$ cat config.mk
export PLATFORM = sky130hd
export DESIGN_NAME = xpt_ctrl
export DESIGN_NICKNAME = d
export VERILOG_FILES = /design/src/sync2.v /design/src/xpt_ctrl.v
export VERILOG_INCLUDE_DIRS = /design/src /design/src/src
export SDC_FILE = /design/constraint.sdc
export NUM_CORES = 1
export LEC_CHECK = 0
export BUFFER_PORTS_ARGS = -buffer_cell sky130_fd_sc_hd__buf_2
export CORE_AREA = 2 2 129 156
export CTS_BUF_LIST = sky130_fd_sc_hd__clkbuf_16
export DETAILED_ROUTE_END_ITERATION = 8
export DIE_AREA = 0 0 131 158
export GPL_TIMING_DRIVEN = 0
export PLACE_DENSITY = 0.53
export SLEW_MARGIN = 20
export SYNTH_ARGS = -nofsm -noshare
export SYNTH_HDL_FRONTEND = slang
export SYNTH_SLANG_ARGS = --single-unit
export TNS_END_PERCENT = 1
$ cat constraint.sdc
create_clock -name core_clk -period 4.1 [get_ports core_clk]
set_clock_uncertainty 0.1 [all_clocks]
set_input_delay 0.41 -clock core_clk [delete_from_list [all_inputs] [get_ports core_clk]]
set_output_delay 0.41 -clock core_clk [all_outputs]
set_load 0.005 [all_outputs]
$ cat src/xpt_ctrl_regs.vh
// Purpose: Constants for the crosspoint serial configuration controller
// Assumes: 16 inputs, 8 outputs, 5-bit output groups in the frame
// Notes: Frame bit 0 is the first bit shifted in
// Notes on behaviour
// Addressed word: output, input, off bit
// Earliest shifted bit is bit zero
// Cascade output only in frame format
// Host feeds first device, chains onward
// Serial output shows previously held bits
// Host gives 80 clocks then deselects
// One configure pulse activates all devices
// Shared control lines behave identically
// Reset and broadcast ignore serial bus
// Reset: input zero, all outputs off
// Broadcast: all outputs on, input zero
// Ignore bus when select high; falling edge
// Matrix updates only on configure pulse
// Mode high addressed, low frame format
// Frame: 8 groups, 4-bit input, off
// Reset wins over broadcast
`ifndef XPT_CTRL_REGS_VH
`define XPT_CTRL_REGS_VH
`define FRAME_BITS      40
`define ADDR_WORD_BITS  8
`define GROUP_BITS      5
`define AW_OUT_LSB      0
`define AW_IN_LSB       3
`define AW_OFF_BIT      7
`define GRP_OFF_BIT     4
`define RST_INPUT_SEL   4'h0
`define RST_OFF         1'b1
`define BROADCAST_INPUT_SEL 4'h0
`endif

$ cat src/sync2.v
// Purpose: Two-flop synchroniser for one level
// Assumes: Asynchronous input, one destination clock
// Notes: First flop feeds only the second
`timescale 1ns/1ns
`default_nettype none
module sync2
(
	input  wire core_clk,
	input  wire rst,
	input  wire d,
	output reg  q
);
	reg meta_reg;
	always @(posedge core_clk or posedge rst)
	begin
		if (rst)
		begin
			meta_reg <= 1'b0;
			q        <= 1'b0;
		end
		else
		begin
			meta_reg <= d;
			q        <= meta_reg;
		end
	end
endmodule
`default_nettype wire

$ cat src/xpt_ctrl.v
// Purpose: Serial load register and active matrix for a 16x8 crosspoint
// Assumes: Serial clock sampled by core_clk, far slower than core_clk
// Notes: Pins enter through two-flop synchronisers
`timescale 1ns/1ns
`default_nettype none
`include "xpt_ctrl_regs.vh"
module xpt_ctrl
#(
	parameter N_OUT = 8,
	parameter IN_W  = 4
)
(
	input  wire                core_clk,
	input  wire                rst,
	input  wire                ser_clk,
	input  wire                ser_din,
	input  wire                cs_n,
	input  wire                mode_addr,
	input  wire                cfg,
	input  wire                xpt_reset,
	input  wire                broadcast_input_zero,
	output reg                 ser_dout,
	output reg  [N_OUT*IN_W-1:0] out_sel,
	output reg  [N_OUT-1:0]    out_off
);
	localparam FB = `FRAME_BITS;

	wire clk_s;
	wire din_s;
	wire cs_n_s;
	wire mode_s;
	wire cfg_s;
	wire xrst_s;
	wire bzero_s;

	// shared pins
	// Every pin has its own synchroniser, so common sources behave alike
	sync2 u_clk
	(
		.core_clk (core_clk),
		.rst      (rst),
		.d        (ser_clk),
		.q        (clk_s)
	);
	sync2 u_din
	(
		.core_clk (core_clk),
		.rst      (rst),
		.d        (ser_din),
		.q        (din_s)
	);
	sync2 u_cs
	(
		.core_clk (core_clk),
		.rst      (rst),
		.d        (cs_n),
		.q        (cs_n_s)
	);
	sync2 u_mode
	(
		.core_clk (core_clk),
		.rst      (rst),
		.d        (mode_addr),
		.q        (mode_s)
	);
	sync2 u_cfg
	(
		.core_clk (core_clk),
		.rst      (rst),
		.d        (cfg),
		.q        (cfg_s)
	);
	sync2 u_xrst
	(
		.core_clk (core_clk),
		.rst      (rst),
		.d        (xpt_reset),
		.q        (xrst_s)
	);
	sync2 u_bzero
	(
		.core_clk (core_clk),
		.rst      (rst),
		.d        (broadcast_input_zero),
		.q        (bzero_s)
	);

	////////////////////////////////////////////////////////////////
	reg          clk_d_reg;
	reg          cfg_d_reg;
	reg [FB-1:0] load_reg;
	reg          fresh_reg;
	reg [N_OUT*IN_W-1:0] act_sel_reg;
	reg [N_OUT-1:0]      act_off_reg;
	wire fall = clk_d_reg & ~clk_s;
	// configure edge
	// One edge per pulse, so a shared pulse acts on all parts together
	wire cfg_rise = cfg_s & ~cfg_d_reg;
	// falling edge gated
	wire shift_en = fall & ~cs_n_s;

	// first bit lands low
	// Shift toward bit 0; first bit ends at 0 after a full frame
	wire [FB-1:0] frame_next = {din_s, load_reg[FB-1:1]};
	wire [`ADDR_WORD_BITS-1:0] aw = load_reg[FB-1:FB-`ADDR_WORD_BITS];
	wire [2:0]      aw_out = aw[`AW_OUT_LSB+2:`AW_OUT_LSB];
	wire [IN_W-1:0] aw_in  = aw[`AW_IN_LSB+IN_W-1:`AW_IN_LSB];
	wire            aw_off = aw[`AW_OFF_BIT];

	////////////////////////////////////////////////////////////////
	// Previous levels for the edge detectors
	// Reset level matches the idle pins, so no false edge after reset
	always @(posedge core_clk or posedge rst)
	begin
		if (rst)
		begin
			clk_d_reg <= 1'b0;
			cfg_d_reg <= 1'b0;
		end
		else
		begin
			clk_d_reg <= clk_s;
			cfg_d_reg <= cfg_s;
		end
	end

	////////////////////////////////////////////////////////////////
	// chain output
	// Mirrors the bit that the next fall moves out, so a part
	// chained behind samples each bit on that same fall
	always @(posedge core_clk or posedge rst)
	begin
		if (rst)
		begin
			ser_dout <= 1'b0;
		end
		// Addressed words never cascade
		else if (mode_s)
		begin
			ser_dout <= 1'b0;
		end
		else if (shift_en)
		begin
			ser_dout <= frame_next[0];
		end
		else
		begin
			ser_dout <= load_reg[0];
		end
	end

	////////////////////////////////////////////////////////////////
	integer i;
	always @(posedge core_clk or posedge rst)
	begin
		if (rst)
		begin
			load_reg    <= {FB{1'b0}};
			fresh_reg   <= 1'b0;
			act_sel_reg <= {N_OUT*IN_W{1'b0}};
			act_off_reg <= {N_OUT{`RST_OFF}};
		end
		else
		begin
			if (shift_en)
			begin
				load_reg  <= frame_next;
				fresh_reg <= 1'b1;
			end
			// reset first
			// Reset overrides the configure copy but not the shift, independent of the serial bus
			if (xrst_s)
			begin
				act_sel_reg <= {N_OUT{`RST_INPUT_SEL}};
				act_off_reg <= {N_OUT{`RST_OFF}};
			end
			// configure copies
			// A fresh shift beside the pulse is still kept for the next one
			else if (cfg_rise && fresh_reg)
			begin
				fresh_reg <= shift_en;
				// format select
				if (mode_s)
				begin
					// addressed word
					act_sel_reg[aw_out*IN_W +: IN_W] <= aw_in;
					act_off_reg[aw_out]              <= aw_off;
				end
				else
				begin
					// whole frame
					for (i = 0; i < N_OUT; i = i + 1)
					begin
						act_sel_reg[i*IN_W +: IN_W] <= load_reg[i*`GROUP_BITS +: IN_W];
						act_off_reg[i]              <= load_reg[i*`GROUP_BITS+`GRP_OFF_BIT];
					end
				end
			end
		end
	end

	////////////////////////////////////////////////////////////////
	// broadcast overlay
	always @(posedge core_clk or posedge rst)
	begin
		if (rst)
		begin
			out_sel <= {N_OUT*IN_W{1'b0}};
			out_off <= {N_OUT{1'b1}};
		end
		else if (xrst_s)
		begin
			out_sel <= {N_OUT{`RST_INPUT_SEL}};
			out_off <= {N_OUT{`RST_OFF}};
		end
		else if (bzero_s)
		begin
			out_sel <= {N_OUT{`BROADCAST_INPUT_SEL}};
			out_off <= {N_OUT{1'b0}};
		end
		else
		begin
			out_sel <= act_sel_reg;
			out_off <= act_off_reg;
		end
	end
endmodule
`default_nettype wire

* After elaboration in Yosys (flattened, before gate mapping) *
Index checks and enable logic that the tools add are counted.

word-level totals
  output and inout port bits = 41
  bits in registers = 138
  word-level logic and storage cells = 56
  bits of input ports = 9

operators by class
  bitwise gates (word level) = 6
  shift-type cells = 2
  add/sub/neg operators = 1
  reduce and logical (&&, ||, !) cells = 3
  magnitude comparators = 2
  mux-type cells = 19

operator list
  operator                   count
  $mux W32                   5
  $mux W8                    5
  $neg A5 Y34                1
  $shift A4 B34 Y32 const A  1
  $shiftx A4 B34 Y32         1
  $bwmux W32                 1
  $bwmux W8                  1
  $mux W1                    6
  $lt A3 B4 Y1 const B       1
  $and A1 B1 Y1              3
  $demux W1 S3               1
  $ge A3 B1 Y1 const B       1
  $not A1 Y1                 3
  $logic_and A1 B1 Y1        2
  $reduce_bool A2 Y1         1

* Longest topological paths before layout *
  depth in word-level cells = 8
  depth in mapped cells = 10
  gate-level depth less buffers = 7

* Hierarchy *
A second synthesis with hierarchy kept.

unflattened totals
  cell total of the unflattened synthesis = 460
  area, all modules = 5,751.8 sq um

modules (own cells, without submodules)
  module    times used  sequential area each (sq um)  cells an instance  area an instance (sq um)
  xpt_ctrl  1           3,123.0                       439                5,375.2
  sync2     7           50.0                          3                  53.8

* Worst setup path before layout *
No wires, ideal clock.

  path kind = reg2reg
  start = reg load_reg[32]
  end = reg act_sel_reg[16]
  clock period less this slack = 2.528 ns
  stages on the path, launching flop included = 10
  arrival = 2.362 ns
  required time = 3.934 ns
  setup slack = 1.572 ns
  library setup time = 0.066 ns
  path buffers = 2
  cells stage by stage = dfrtp_1 > buf_2 > clkbuf_1 > inv_1 > ha_1 > ha_1 > or2_1 > or4_1 > o2bb2ai_1 > a22o_1

on the way
  word-level cells in the longest chain between the ends = 6
  elaborated cells on any way between the ends = 7
  classes of those cells = 1 x add/sub; 2 x shift; 4 x mux

RTL lines
  item                                                     line            source
  start: declaration                                       xpt_ctrl.v:91   reg [FB-1:0] load_reg;
  start signal: assignment                                 xpt_ctrl.v:158  load_reg <= {FB{1'b0}};
  start signal: assignment                                 xpt_ctrl.v:167  load_reg <= frame_next;
  $neg A5 Y34 *                                            xpt_ctrl.v:186  act_sel_reg[aw_out*IN_W +: IN_W] <= aw_in;
  $shiftx A4 B34 Y32 or $shift A4 B34 Y32 (tied branches)  xpt_ctrl.v:186
  $bwmux W32 *                                             xpt_ctrl.v:186
  $mux W32 *                                               xpt_ctrl.v:183  if (mode_s)
  $mux W32 *                                               xpt_ctrl.v:179  else if (cfg_rise && fresh_reg)
  $mux W32 *                                               xpt_ctrl.v:172  if (xrst_s)
  end signal: assignment                                   xpt_ctrl.v:174  act_sel_reg <= {N_OUT{`RST_INPUT_SEL}};
  end signal: indexed assignment                           xpt_ctrl.v:186
  end signal: indexed assignment                           xpt_ctrl.v:194  act_sel_reg[i*IN_W +: IN_W] <= load_reg[i*`GROUP_BITS +: IN_W];
  end: declaration                                         xpt_ctrl.v:93   reg [N_OUT*IN_W-1:0] act_sel_reg;

Mark *: on every way between the ends. The rest lies on a longest branch, timed or not. The select of a mux whose other input is x is not followed.
A chain may end at the register's enable or synchronous reset.

* Worst setup path after layout *
  start = reg load_reg[32]
  end = reg act_sel_reg[11]

The elaborated chain is that of the path after synthesis.

==> flow_metrics.tcl <==
set metrics [dict create \
    hold_class "reg -> reg" \
    htreeDepth 4 \
    start_util_pct 29.36 \
    criticalPathCategory "reg -> reg" \
    groute.usage.overall_pct 14.09 \
    synth_cell_type_count 55 \
    globalplace.congestion 0.9231 \
    setup_violations 0 \
    hold_path_depth 0 \
    coreArea_um2 19270 \
    num_antenna_cells 0 \
    min_to "u_din.q" \
    grt.overflow.total 0 \
    ys_seq_area_share_pct 61.40 \
    power_density_nw_per_um2 500.9 \
    maxSlewViolCount 0 \
    ant_nets 0 \
    cts.sinks 138 \
    worst_ep_arrival_time_ps 3350 \
    synth_top_family_by_area "compound AO/OA/AOI/OAI gates" \
    final_common_cell "dfrtp_1" \
    ys.flop_type "dfrtp_1" \
    largest_reg_flops 40 \
    cts-root-buf "clkbuf_16" \
    final_nets 538 \
    min_period_ps 3111 \
    final_core_util_pct 36.25 \
    yosys.area_share.xor_xnor_pct 0 \
    cap_violations 0 \
    num_vias 3752 \
    grt_max_degree 33 \
    cts_tree "yes" \
    r2r.worst_path.cells 10 \
    tightest_slew_ps 638.4 \
    synth_edf_count 0 \
    wl_per_cell_um 16.73 \
    synth_fa_ha_area_share_pct 1.327 \
    synthArstFlopShare_pct 100.0 \
    avgSynthCellArea_um2 12.77 \
    ir_drop_mv 0.2705 \
    reg2reg_from "load_reg[32]" \
    antenna_found_initial 0 \
    syn_inst 443 \
    ys_ff_latch 138 \
    numCtsBuffers 17 \
    cellLeakagePower_nw 3.208 \
    path_clk_slew_ps 60 \
    place_hpwl_um 9730 \
    drive_gt1_share_pct 28.73 \
    critPathLaunchType "flop" \
    cpMaxStageDelayCell "nor3_1" \
    ioPinCount 50 \
    yosys.area_share.simple_pct 11.24 \
    drtIter0Drc 182 \
    clockBufferDepth 2 \
    dieWidth_um 131 \
    grt_pass1_wl_um 21550 \
    synth_compound_area_share_pct 15.84 \
    insertion_delay_ps 420 \
    r2r_slack_ps 990 \
    hold_violations 0 \
    required_ps 4340 \
    crit_chain "buf_2, clkbuf_1, inv_1, ha_1, ha_1, buf_2, nand4_1, nor3_1, a22oi_1, o2bb2ai_1" \
    rsz0062_at_grt "no" \
    reg2reg_to "act_sel_reg[11]" \
    synth.net_count 458 \
    row_count 56 \
    max_stage_delay_ps 500 \
    outcome "completed" \
    setup_tns_ps 0 \
    dr.pass1.iters 4 \
    slew_headroom_pct 57.35 \
    die_height_um 158 \
    fmax_ghz 0.3215 \
    syn_to_final_growth_pct 23.47 \
    port_buffers 49 \
    synthMuxAreaShare_pct 7.167 \
    grt_pass1_vias 3907 \
    drc 0 \
    hp-start "u_din.meta_reg" \
    critPathMaxFanout 10 \
    cp-end-kind "flop" \
    timing.final.crit_share_pct 75.87 \
    synthesis.area_um2 5657 \
    yosys_warnings 0 \
    wl_um 13340 \
    vias_per_cell 4.708 \
    dieArea_um2 20700 \
    mostFrequentLayoutCells "dfrtp_1, buf_2, mux2_2, and2_1, o2bb2ai_1" \
]
==> layout make-up <==
type	count	area [um2]
Tap cell	261	326.6
Timing Repair Buffer	61	412.9
Fill cell	1906	12280
Multi-Input combinational cell	264	2012
Clock inverter	15	158.9
Sequential cell	138	3473
Clock buffer	17	425.4
Buffer	31	133.9
Inverter	10	41.29
==> cell families after synthesis <==
| family | count (synthesis) |
|---|---|
| DFF | 138 |
| AOI/OAI and AO/OA | 113 |
| and+or+nand+nor | 109 |
| buffers and inverters | 41 |
| muxes | 36 |
| adders and majority gates | 6 |
==> metrics by stage <==
stage	hold slack [ps]	instance area, um2	setup WS, ps	std cells	total power [mW]
6_report	245.9	6984	989.3	797	3.499
5_1_grt	248.8	6984	808.6	797	3.665
4_1_cts	247.6	6984	1035	797	3.535
3_5_place_dp	234.7	6320	1069	757	2.017
3_3_place_gp	234.7	6232	1069	753	1.995
2_1_floorplan	231.2	5660	1572	443	1.845
==> synthesized netlist by cell type, drive strengths merged (2+ instances only) <==
cell type,count,area share [%]
a311o,2,0.35
nand4,4,0.44
and2,33,3.6
a21o,9,1.2
mux2,36,7.2
buf,12,1.1
a221oi,2,0.31
o22ai,4,0.44
clkbuf,19,1.3
ha,6,1.3
inv,9,0.60
dfstp,16,7.4
nand3,6,0.53
nor2b,6,0.66
nor3,7,0.88
or2,3,0.33
nand3b,3,0.40
dfrtp,122,54
a22oi,10,1.3
a22o,19,2.9
o31a,4,0.66
or3,2,0.31
a21oi,12,1.1
a221o,4,0.71
a41oi,2,0.31
nor3b,2,0.27
nand2,19,1.3
o21ai,12,1.1
nor2,12,0.80
and3,5,0.55
a2111oi,2,0.64
o2bb2ai,24,3.7
==> how the worst max path moves through the flow <==
stage	from	end	slack (ps)	cells after the start
final	load_reg[32]	act_sel_reg[11]	990	10
after floorplan	load_reg[32]	act_sel_reg[16]	1570	9
after global placement	load_reg[32]	act_sel_reg[19]	1070	9
after detailed placement	load_reg[32]	act_sel_reg[1]	1070	10
after CTS	load_reg[32]	act_sel_reg[1]	1040	10
after global routing	load_reg[32]	act_sel_reg[9]	810	10
==> metal layers <==
| layer | global-route usage, % | vias up | part of all wire [%] |
|---|---|---|---|
| met4 | 6.535 | 0 | 2.8 |
| li1 | - | 1779 | - |
| met2 | 22.85 | 82 | 49 |
| met5 | 0 | - | 0 |
| met1 | 17.95 | 1867 | 44 |
| met3 | 2.940 | 24 | 3.7 |
==> power breakdown <==
part / switching [mW] / internal [mW]
Clock: 0.552 / 0.943
Sequential: 0.0339 / 1.42
Combinational: 0.373 / 0.173
==> critical path: cells and delay by family, from the launching register on <==
family / cells / cell delay [ps]
and+or+nand+nor: 2 / 610
DFF: 1 / 370
adders and majority gates: 2 / 570
buffers and inverters: 4 / 1030
AOI/OAI and AO/OA: 2 / 350
==> timing repair <==
action                     in CTS  in global routing
hold endpoints to repair       31                  0
setup buffers                   0                  0
setup endpoints to repair       0                  0
hold buffers                    8                  0
gates resized for setup         0                  0
No activity file was read; power rests on OpenSTA's default activity.
